`src/design/mtco_pkg.sv`:
```
package mtco_pkg;
  // ---------------------------------------------
  // Indirect window
  // ---------------------------------------------
  localparam logic [2:0] MTCO_SA_CTRL = 3'h0;
  localparam logic [2:0] MTCO_SA_STAT = 3'h1;
  localparam logic [1:0] MTCO_WIN_0 = 2'h0;
  localparam logic [1:0] MTCO_WIN_1 = 2'h1;
  // ---------------------------------------------
  // Control register fields
  // ---------------------------------------------
  localparam int MTCO_RUN_POS = 7;
  localparam int MTCO_DIV_LSB = 3;
  localparam int MTCO_DIV_MSB = 5;
  localparam int MTCO_PAT_LSB = 0;
  localparam int MTCO_PAT_MSB = 1;
  localparam logic [7:0] MTCO_CTRL_WMASK = 8'hBB;
  localparam logic [7:0] MTCO_CTRL_RST = 8'h00;
  localparam logic [7:0] MTCO_STAT_RST = 8'h00;
  localparam logic [3:0] MTCO_FLAG_RST = 4'h0;
  localparam logic [15:0] MTCO_CNT_RST = 16'h0000;
  localparam logic [6:0] MTCO_PRE_RST = 7'h00;
  localparam int MTCO_NCH = 4;
  // ---------------------------------------------
  // Counting patterns
  // ---------------------------------------------
  localparam logic [1:0] MTCO_PAT_MODULO = 2'h0;
  localparam logic [1:0] MTCO_PAT_UPDOWN = 2'h2;
endpackage

```
`src/design/mtco_channel_flags.sv`:
```
`timescale 1ns/1ps
module mtco_channel_flags (
  input wire logic core_clk,
  input wire logic sys_rst,
  input wire logic run,
  input wire logic event_in,
  input wire logic clear_wr,
  output logic event_flag,
  output logic overrun_flag
);
  import mtco_pkg::*;
  logic ev_r, ev_nxt, ov_r, ov_nxt;

  always_comb begin
    ev_nxt = ev_r;
    ov_nxt = ov_r;
    if (clear_wr) begin
      ev_nxt = 1'b0;
      ov_nxt = 1'b0;
    end
    // Set beats clear so an event in the clearing cycle is kept
    if (event_in) begin
      ev_nxt = 1'b1;
      if (ev_r) begin
        ov_nxt = 1'b1;
      end
    end
    if (!run) begin
      ev_nxt = 1'b0;
      ov_nxt = 1'b0;
    end
  end

  always_ff @(posedge core_clk) begin
    if (sys_rst) begin
      ev_r <= 1'b0;
      ov_r <= 1'b0;
    end else begin
      ev_r <= ev_nxt;
      ov_r <= ov_nxt;
    end
  end

  assign event_flag = ev_r;
  assign overrun_flag = ov_r;
endmodule

```
`src/design/mtco_timer.sv`:
```
`timescale 1ns/1ps
module mtco_timer (
  input wire logic core_clk,
  input wire logic sys_rst,
  input wire logic [2:0] sel_wdata,
  input wire logic sel_wr,
  input wire logic [1:0] win_idx,
  input wire logic win_wr,
  input wire logic win_rd,
  input wire logic [7:0] win_wdata,
  input wire logic [3:0] flag_clr_wr,
  input wire logic [3:0] chan_event,
  input wire logic [15:0] reload_val,
  input wire logic ext_clk_sel,
  input wire logic ext_tick,
  output logic [7:0] win_rdata,
  output logic [15:0] count_val,
  output logic timer_run_bit,
  output logic cycle_end,
  output logic [3:0] channel_event_flag,
  output logic [3:0] channel_overrun_flag
);
  import mtco_pkg::*;

  // ---------------------------------------------
  // State
  // ---------------------------------------------
  logic [2:0] sel_r, sel_nxt;
  logic [7:0] ctrl_r, ctrl_nxt;
  logic [2:0] div_act_r, div_act_nxt;
  logic [6:0] pre_r, pre_nxt;
  logic [15:0] cnt_r, cnt_nxt;
  logic dir_down_r, dir_down_nxt;
  logic end_r, end_nxt;
  logic [7:0] rd_r, rd_nxt;
  logic ext_s1_r, ext_s2_r;
  logic [3:0] ev_flags, ov_flags;
  logic [3:0] ev_q_r, ov_q_r;
  logic [6:0] div_mask;
  logic tick, run, at_end;
  logic [1:0] pat;

  assign run = ctrl_r[MTCO_RUN_POS];
  assign pat = ctrl_r[MTCO_PAT_MSB:MTCO_PAT_LSB];
  assign div_mask = 7'((8'h01 << div_act_r) - 8'h01);

  // ---------------------------------------------
  // Prescaler and tick
  // ---------------------------------------------
  // Pin tick is a foreign level, so it is resynchronised first
  always_ff @(posedge core_clk) begin
    if (sys_rst) begin
      ext_s1_r <= 1'b0;
      ext_s2_r <= 1'b0;
    end else begin
      ext_s1_r <= ext_tick;
      ext_s2_r <= ext_s1_r;
    end
  end

  always_comb begin
    tick = 1'b0;
    pre_nxt = pre_r;
    if (!run) begin
      pre_nxt = MTCO_PRE_RST;
    end else if (ext_clk_sel) begin
      tick = ext_s2_r;
    end else if ((pre_r & div_mask) == div_mask) begin
      tick = 1'b1;
      pre_nxt = MTCO_PRE_RST;
    end else begin
      pre_nxt = 7'(pre_r + 7'h01);
    end
  end

  // ---------------------------------------------
  // Counter
  // ---------------------------------------------
  always_comb begin
    cnt_nxt = cnt_r;
    dir_down_nxt = dir_down_r;
    at_end = 1'b0;
    if (!run) begin
      cnt_nxt = MTCO_CNT_RST;
      dir_down_nxt = 1'b0;
    end else if (tick) begin
      if (pat == MTCO_PAT_UPDOWN) begin
        if (!dir_down_r) begin
          if (cnt_r >= reload_val) begin
            dir_down_nxt = 1'b1;
            cnt_nxt = 16'(cnt_r - 16'h0001);
          end else begin
            cnt_nxt = 16'(cnt_r + 16'h0001);
          end
        end else if (cnt_r == MTCO_CNT_RST) begin
          at_end = 1'b1;
          dir_down_nxt = 1'b0;
          cnt_nxt = 16'h0001;
        end else begin
          cnt_nxt = 16'(cnt_r - 16'h0001);
        end
      end else if (cnt_r >= reload_val) begin
        at_end = 1'b1;
        cnt_nxt = MTCO_CNT_RST;
      end else begin
        // Reserved codes fall back to modulo counting
        cnt_nxt = 16'(cnt_r + 16'h0001);
      end
    end
    end_nxt = at_end;
  end

  // ---------------------------------------------
  // Register window
  // ---------------------------------------------
  always_comb begin
    sel_nxt = sel_r;
    ctrl_nxt = ctrl_r;
    div_act_nxt = div_act_r;
    rd_nxt = rd_r;
    if (sel_wr) begin
      sel_nxt = sel_wdata;
    end
    if (win_wr && win_idx == MTCO_WIN_1 && sel_r == MTCO_SA_CTRL) begin
      ctrl_nxt = win_wdata & MTCO_CTRL_WMASK;
    end
    // Shadow divider follows freely when stopped, else only at cycle end
    if (!ctrl_nxt[MTCO_RUN_POS] || !run || at_end) begin
      div_act_nxt = ctrl_nxt[MTCO_DIV_MSB:MTCO_DIV_LSB];
    end
    if (win_rd) begin
      rd_nxt = 8'h00;
      if (win_idx == MTCO_WIN_0 && sel_r == MTCO_SA_STAT) begin
        rd_nxt = {4'h0, ov_flags};
      end else if (win_idx == MTCO_WIN_1 && sel_r == MTCO_SA_CTRL) begin
        rd_nxt = ctrl_r;
      end
    end
  end

  always_ff @(posedge core_clk) begin
    if (sys_rst) begin
      sel_r <= MTCO_SA_CTRL;
      ctrl_r <= MTCO_CTRL_RST;
      div_act_r <= MTCO_CTRL_RST[MTCO_DIV_MSB:MTCO_DIV_LSB];
      pre_r <= MTCO_PRE_RST;
      cnt_r <= MTCO_CNT_RST;
      dir_down_r <= 1'b0;
      end_r <= 1'b0;
      rd_r <= MTCO_STAT_RST;
      ev_q_r <= MTCO_FLAG_RST;
      ov_q_r <= MTCO_FLAG_RST;
    end else begin
      sel_r <= sel_nxt;
      ctrl_r <= ctrl_nxt;
      div_act_r <= div_act_nxt;
      pre_r <= pre_nxt;
      cnt_r <= cnt_nxt;
      dir_down_r <= dir_down_nxt;
      end_r <= end_nxt;
      rd_r <= rd_nxt;
      ev_q_r <= ev_flags;
      ov_q_r <= ov_flags;
    end
  end

  // ---------------------------------------------
  // Channel flags
  // ---------------------------------------------
  genvar g;
  generate
    for (g = 0; g < MTCO_NCH; g++) begin : g_ch
      mtco_channel_flags u_flags (
        .core_clk(core_clk),
        .sys_rst(sys_rst),
        .run(run),
        .event_in(chan_event[g]),
        .clear_wr(flag_clr_wr[g]),
        .event_flag(ev_flags[g]),
        .overrun_flag(ov_flags[g])
      );
    end
  endgenerate

  assign win_rdata = rd_r;
  assign count_val = cnt_r;
  assign timer_run_bit = run;
  assign cycle_end = end_r;
  assign channel_event_flag = ev_q_r;
  assign channel_overrun_flag = ov_q_r;
endmodule

```
`config.mk`:
```
export PLATFORM = sky130hd
export DESIGN_NAME = mtco_timer
export DESIGN_NICKNAME = d
export VERILOG_FILES = /design/src/design/mtco_pkg.sv /design/src/design/mtco_channel_flags.sv /design/src/design/mtco_timer.sv
export SDC_FILE = /design/constraint.sdc
export NUM_CORES = 1
export LEC_CHECK = 0
export ABC_AREA = 1
export BUFFER_PORTS_ARGS = -buffer_cell sky130_fd_sc_hd__buf_2
export CAP_MARGIN = 20
export CORE_AREA = 4 4 93 95
export DETAILED_ROUTE_END_ITERATION = 10
export DIE_AREA = 0 0 97 99
export PLACE_DENSITY = 0.72
export SLEW_MARGIN = 20
export SYNTH_ARGS = -nofsm -noshare
export SYNTH_HDL_FRONTEND = slang
export SYNTH_HIERARCHICAL = 1
export SYNTH_SLANG_ARGS = --single-unit
```
`constraint.sdc`:
```
create_clock -name core_clk -period 2.8 [get_ports core_clk]
set_clock_uncertainty 0.2 [all_clocks]
set_input_delay 0.56 -clock core_clk [delete_from_list [all_inputs] [get_ports core_clk]]
set_output_delay 0.56 -clock core_clk [all_outputs]
set_load 0.02 [all_outputs]
```
---- Word-level counts from Yosys, hierarchy flattened ----
Cells that the tools add are included.
word-level totals
  register bits after elaboration ......... 63
  latch bits .............................. 0
  memory bits (writable) .................. 0
  bits in read-only memories .............. 0
  input port bits ......................... 44
  output and inout port bits .............. 34
  memories ................................ 0
cells by class
  add/sub/neg operators ................... 4
  $mul .................................... 0
  div/mod/pow operators ................... 0
  $lt $le $gt $ge ......................... 1
  equal/unequal tests ..................... 4
  shift operators ......................... 1
  muxes and demuxes ....................... 40
  bitwise logic cells ..................... 2
  reduce and logical (&&, ||, !) cells .... 17
operators with widths
  kind                   count
  $mux 16                5
  $mux 1                 31
  $mux 8                 3
  $add 16x1->16 const B  1
  $ge 16x16->1           1
  $logic_not 16->1       1
  $sub 16x1->16 const B  1
  $reduce_bool 2->1      4
  $add 7x1->7 const B    1
  $and 7x7->7            1
  $eq 7x7->1             1
  $mux 7                 1
  $shl 1x3->7 const A    1
  $sub 7x1->7 const B    1
  $logic_and 1x1->1      4
  $eq 3x1->1 const B     1
  $logic_not 3->1        1
  $eq 2x1->1 const B     1
  $eq 2x2->1 const B     1
  $logic_not 1->1        2
  $logic_not 2->1        1
  $logic_or 1x1->1       2
  $reduce_and 2->1       1
  $reduce_or 2->1        1
  $not 1->1              1

---- Logic depth before layout (Yosys ltp) ----
Gate-level depths: netlist of the first run.
  word-level depth ........................ 10
  gate-level depth with buffers ........... 16

---- Hierarchy ----
Netlist of the first run, hierarchy kept.
modules (own cells, without submodules)
  module              times used  cells each  area an instance (um2)
  mtco_timer          1           522         3499.6
  mtco_channel_flags  4           11          76.3

---- Least setup slack after synthesis of the first run ----
No wires, ideal clock.
  kind .................................... reg-to-reg
  start ................................... reg cnt_r[0] (netlist: count_val[0])
  end ..................................... reg cnt_r[2] (netlist: count_val[2])
  arrival time ............................ 1.853 ns
  path slack .............................. 0.630 ns
  cell stages (with the launch flop) ...... 15
  path buffers ............................ 0
  clock period less this slack ............ 2.170 ns
  cell sequence ........................... dfxtp_1 inv_1 ha_1 nand2_1 nor2_1 nor2_1 nand2_1 nand2_1 nand2_1 nand2_1 nand3_2 nand2_1 inv_2 a21oi_1 nor2_1
between the ends
  longest elaborated chain between the ends .. 4
RTL lines
  what                                   line                                 text
  from (decl)                            mtco_timer.sv:32                     logic [15:0] cnt_r, cnt_nxt;
  from (signal assigned)                 mtco_timer.sv:158                    cnt_r <= cnt_nxt;
  $add 16x1->16 (tied with other cells)  mtco_timer.sv:93, mtco_timer.sv:107
  $mux 16 (on tied branches)             mtco_timer.sv:89, mtco_timer.sv:95
  $mux 16                                mtco_timer.sv:88                     if (!dir_down_r) begin
  $mux 16 (*)                            mtco_timer.sv:87                     if (pat == MTCO_PAT_UPDOWN) begin
Every way passes the cells marked *; elsewhere a longest branch is shown, timed or not.
A chain may end at the register's enable or synchronous reset.

---- Final worst setup path of the first run ----
  start ................................... reg cnt_r[13] (netlist: count_val[13])
  end ..................................... reg cnt_r[14] (netlist: count_val[14])
The elaborated chain is that of the path after synthesis.

==> results of run 1 <==
synth_stat cells:
library cell  number
a21boi_0           1
nand3_1           50
a21oi_2            3
o22ai_1            1
ha_1              20
mux2i_1            3
o211ai_1           5
o21ai_0           19
nand3_2            1
nand3_4            1
nand4_1           16
buf_4              1
inv_2              5
buf_8              2
a21boi_1           2
buf_2              1
nand2_8            1
or2_2              1
nand2_1          118
nor3_2             4
xor2_1            10
dfxtp_1           62
o21a_1             1
nor3_1            10
buf_6              2
nor4_1             1
inv_8              1
clkbuf_1           5
a211oi_1           2
a21oi_1           44
nor2_4             1
nor2_2             3
o21ai_1            2
inv_1            100
nand2_2            7
nand2_4            1
o31ai_1            1
nor2_1            54
nand3b_1           2
conb_1             1
xnor2_1            1
per-stage QoR:
stage	cell area (µm²)	total power [mW]	std cells	util, %	hold WS, ns
6_report	4490	1.88	756	58.1	0.207
5_1_grt	4490	1.95	756	58.1	0.223
4_1_cts	4490	1.90	756	58.1	0.206
3_5_place_dp	4290	1.07	740	55.5	0.197
3_3_place_gp	4290	1.07	740	55.5	0.195
2_1_floorplan	3800	1.02	566	-	0.188
metal layers:
| layer | vias to the layer above | GRT usage, % | routed length, µm | share of wire (%) |
|---|---|---|---|---|
| li1 | 1982 | - | - | - |
| met1 | 1727 | 24.8 | 4190 | 43 |
| met2 | 132 | 35.4 | 4670 | 48 |
| met3 | 16 | 4.25 | 642 | 6.6 |
| met4 | 0 | 8.96 | 163 | 1.7 |
| met5 | - | 0 | 0 | 0 |
flip-flops by register name, indices dropped and copies added, names as in the netlist:
| signal | flops |
|---|---|
| channel_event_flag | 4 |
| ext_s1_r | 1 |
| div_act_r | 3 |
| channel_overrun_flag | 4 |
| pre_r | 7 |
| cycle_end | 1 |
| count_val | 16 |
| dir_down_r | 1 |
| g_ch.u_flags/overrun_flag | 4 |
| win_rdata | 7 |
| ext_s2_r | 1 |
| ctrl_r | 6 |
| sel_r | 3 |
| g_ch.u_flags/event_flag | 4 |
kinds of logic after synthesis:
| logic type | share of synthesized area [%] |
|---|---|
| compound gates | 11.8 |
| other cells | 0.0986 |
| xor+xnor | 2.53 |
| mux | 0.789 |
| flops | 32.6 |
| fa+ha+maj | 6.58 |
| simple gates | 32.8 |
| buf+inv | 12.9 |
power by group:
group	internal (mW)	switching [mW]	leakage (nW)
Combinational	0.0578	0.0945	1.65
Sequential	0.895	0.00785	0.502
Clock	0.440	0.382	0.103
final cells by class:
| cell class | instances | area, µm² | share of cell area, % |
|---|---|---|---|
| multi-input combinational | 387 | 2070 | 46.2 |
| sequential | 62 | 1240 | 27.6 |
| timing repair buffer | 83 | 438 | 9.75 |
| inverter | 106 | 405 | 9.02 |
| clock buffer | 10 | 138 | 3.06 |
| tap | 102 | 128 | 2.84 |
| clock inverter | 6 | 68.8 | 1.53 |
path summary, 6_finish.rpt:
kind | start | end | slack (ns) | cells after the start
max | count_val[13] | count_val[14] | 0.32 | 8
min | ext_s1_r | ext_s2_r | 0.21 | 2
max reg2reg | count_val[13] | count_val[14] | 0.32 | 8
min reg2reg | ext_s1_r | ext_s2_r | 0.21 | 2
critical path: stages, from the launching register on:
cell     delay (ns)
dfxtp_1        0.46
ha_1           0.29
a21oi_1        0.16
o21ai_0        0.13
a21oi_2        0.26
nand3_1        0.30
nand2_2        0.29
o21ai_0        0.13
a21oi_1        0.18
==> results_dict.tcl, run 1 <==
set metrics [dict create \
    drv_cap 0 \
    synth_area_um2 3800 \
    p_leak_nw 2.25 \
    grt_overflow 0 \
    worst_pin_slew_ns 0.615 \
    synth.area.top_cells "dfxtp_1 (33%), nand2_1 (12%), inv_1 (9.9%)" \
    maxSlewViolCount 0 \
    start_util_pct 49.2 \
    fill_cells 729 \
    place_ws_ns 0.104 \
    required_ns 2.86 \
    synth_fp_nets 630 \
    postCtsSetupBuffers 0 \
    grt_pass1_wl_um 16400 \
    wl_per_cell_um 12.8 \
    n_antenna_cell 0 \
    final_cell_mix "nand2_1 (118), inv_1 (100), buf_2 (74)" \
    final.setup.tns_ns 0 \
    place.gp.congestion 0.919 \
    numCtsBuffers 9 \
    root_buffer "clkbuf_8" \
    max-clock-path-buffers 2 \
    die_height_um 99 \
    clk_pin_slew_ns 0.07 \
    htreeDepth 3 \
    core_area_um2 7730 \
    synth_top_area_share_pct 32.6 \
    syn-instance-count 566 \
    port_buffers 74 \
    die_width_um 97 \
    synth_cell_type_count 41 \
    slew_headroom_pct 59.0 \
    finalHoldViolCount 0 \
    fp-row-count 32 \
    cts_sinks 62 \
    vias 3857 \
    track_usage_pct 20.6 \
    endpoint_kind "flip-flop" \
    worstSkewPairLatency_ns 0.34 \
    cp.arrival_ns 2.54 \
    syn_avg_cell_area_um2 6.72 \
    hold_path.class "reg2reg" \
    final_common_cell "nand2_1" \
    ctsHoldBuffers 0 \
    min_period_ns 2.48 \
    clock.fmax_mhz 403 \
    peakVddDrop_mv 0.263 \
    rsz0062_at_grt "false" \
    crit_path_max_fanout 9 \
    vias_per_cell 5.10 \
    p_per_area_nw_per_um2 418 \
    drt_iter0_drc 210 \
    setup_violations 0 \
    ys_seq_elements 62 \
    antenna_found_initial 0 \
    grt_max_degree 26 \
    die_area_um2 9600 \
    synth_top_area_cell "dfxtp_1" \
    worst_setup_path_start_kind "flip-flop" \
    outcome "completed" \
    period_share_pct 88.7 \
    ios 78 \
    drc 0 \
    cts_tree "built" \
    nets 713 \
    worstSetupPathType "reg2reg" \
    area_growth_pct 18.1 \
    yosysSeqAreaShare_pct 32.6 \
    drive_above_1_share_pct 19.6 \
    ys.warnings.count 6 \
    dp_hpwl_um 7290 \
    dr.pass1.iters 5 \
    cts-resized-gates 0 \
    ant_nets 0 \
    grt_pass1_vias 3755 \
    setup_slack_ns 0.317 \
    wirelength_um 9660 \
]
Note: power is estimated with default switching activity, not from simulation.
==> inputs of run 2 (changes only) <==
PLACE_DENSITY = 0.76   (was 0.72)
==> run 2 against run 1 <==
Compared with the run above:
- routed wire length fell by 2.3%
- core utilization rose by 0.11 points
- sequential share of layout area fell by 0.054 points
- worst setup slack improved by 0.077 ns
- combinational power barely moved
- critical path depth did not move
- fmax rose by 3.2%
- first-iteration DRC count rose by 28%
- power rose by 1.3%
- via count rose by 0.49%
- final cell count did not move
- final area rose by 0.19%
==> results_dict.tcl, run 2 (synthesis gave the netlist of run 1 again) <==
set metrics [dict create \
    finalHoldViolCount 0 \
    pwr-share-comb_pct 8.0 \
    fp-row-count 32 \
    die_height_um 99 \
    final.setup.tns_ns 0 \
    cts-resized-gates 0 \
    place.gp.congestion 0.945 \
    worstSkewPairLatency_ns 0.34 \
    worst_pin_slew_ns 0.593 \
    wl_per_cell_um 12.5 \
    wirelength_um 9440 \
    power_mw 1.90 \
    max-clock-path-buffers 2 \
    clock.fmax_mhz 416 \
    start_util_pct 49.2 \
    outcome "completed" \
    drive_above_1_share_pct 19.6 \
    dr.pass1.iters 5 \
    fin_util_pct 58.3 \
    vias_per_cell 5.13 \
    p_per_area_nw_per_um2 422 \
    largest_reg_flops 16 \
    grt_pass1_wl_um 15800 \
    switchingPower_uw 481 \
    fill_cells 723 \
    area_growth_pct 18.3 \
    worstSetupPathType "reg2reg" \
    final_cell_mix "nand2_1 (118), inv_1 (100), buf_2 (74)" \
    slew_headroom_pct 60.5 \
    worst_setup_path_start_kind "flip-flop" \
    endpoint_kind "flip-flop" \
    required_ns 2.87 \
    hold_path.class "in2reg" \
    grt_max_degree 26 \
    ios 78 \
    cts_sinks 62 \
    regToRegStartpoint "count_val[13]" \
    htreeDepth 3 \
    power_frac_seq_pct 47.5 \
    p_leak_nw 2.25 \
    n_antenna_cell 0 \
    crit_path_max_fanout 9 \
    vias 3876 \
    core_area_um2 7730 \
    r2r_setup_slack_ns 0.39 \
    swShare_pct 25.3 \
    peakVddDrop_mv 0.304 \
    r2r_cells 8 \
    dp_hpwl_um 7210 \
    period_share_pct 85.9 \
    maxSlewViolCount 0 \
    rsz0062_at_grt "false" \
    root_buffer "clkbuf_8" \
    drc 0 \
    antenna_found_initial 0 \
    ctsHoldBuffers 0 \
    final_common_cell "nand2_1" \
    cp.arrival_ns 2.48 \
    clk_pin_slew_ns 0.08 \
    nets 713 \
    crit_start "count_val[13]" \
    postCtsSetupBuffers 0 \
    track_usage_pct 19.6 \
    setup_violations 0 \
    min_period_ns 2.41 \
    die_area_um2 9600 \
    grt_pass1_vias 3622 \
    setup_slack_ns 0.394 \
    drv_cap 0 \
    drt_iter0_drc 269 \
    ant_nets 0 \
    p_int_mw 1.42 \
    place_ws_ns 0.160 \
    numCtsBuffers 9 \
    crit_end "count_val[14]" \
    grt_overflow 0 \
    cts_tree "built" \
    port_buffers 74 \
    clock_power_share_pct 44.5 \
    holdWs_ns 0.221 \
    die_width_um 97 \
    r2r_end "count_val[14]" \
]
## run 2: changes by cell type in the layout (fill, tap and decap cells not counted)
| cell | previous run | this run |
|---|---|---|
| clkinv_4 | 2 | 1 |
| clkbuf_8 | 10 | 11 |
| inv_6 | 1 | 2 |
| clkinv_2 | 1 | 0 |
## run 2: metrics by stage
step	area [µm²]	cells
finish	4500	756
global route	4500	756
CTS	4500	756
detailed placement	4290	740
global placement	4290	740
floorplan	3800	566
## run 2: worst max-delay path, cell delays in order (launching register included)
cell	delay, ns
dfxtp_1	0.48
ha_1	0.30
a21oi_1	0.16
o21ai_0	0.11
a21oi_2	0.25
nand3_1	0.29
nand2_2	0.28
o21ai_0	0.12
a21oi_1	0.15
## run 2: final cells by class
class / count / area, µm² / area share, %
inverters: 106 / 405 / 9.01
flip-flops and latches: 62 / 1240 / 27.6
multi-input cells: 387 / 2070 / 46.1
clock inverters: 5 / 63.8 / 1.42
well taps: 102 / 128 / 2.83
clock buffers: 11 / 151 / 3.36
repair buffers: 83 / 438 / 9.73
## run 2: metal layers
metal	part of all wire (%)	global-route usage [%]	up-vias
li1	-	-	1982
met1	42	22.3	1722
met2	47	34.3	152
met3	8.3	5.45	20
met4	2.2	8.86	0
met5	0	0	-
## run 2: power groups by stage
stage / registers, mW / clock network, mW / logic [mW]
4_1_cts: 0.902 / 0.864 / 0.153
5_1_grt: 0.903 / 0.898 / 0.173
6_report: 0.902 / 0.846 / 0.153
3_5_place_dp: 0.922 / 0 / 0.152
3_3_place_gp: 0.922 / 0 / 0.146
2_1_floorplan: 0.926 / 0 / 0.0971
## run 2: how the worst min path moves through the flow
stage | from | to | slack (ns) | depth (start not counted)
finish | ext_tick | ext_s1_r | 0.22 | 3
CTS | ext_tick | ext_s1_r | 0.21 | 3
floorplan | ext_s1_r | ext_s2_r | 0.19 | 2
global placement | g_ch[1].u_flags/event_flag | channel_event_flag[1] | 0.22 | 2
global route | ext_tick | ext_s1_r | 0.23 | 3
detailed placement | g_ch[1].u_flags/event_flag | channel_event_flag[1] | 0.23 | 2
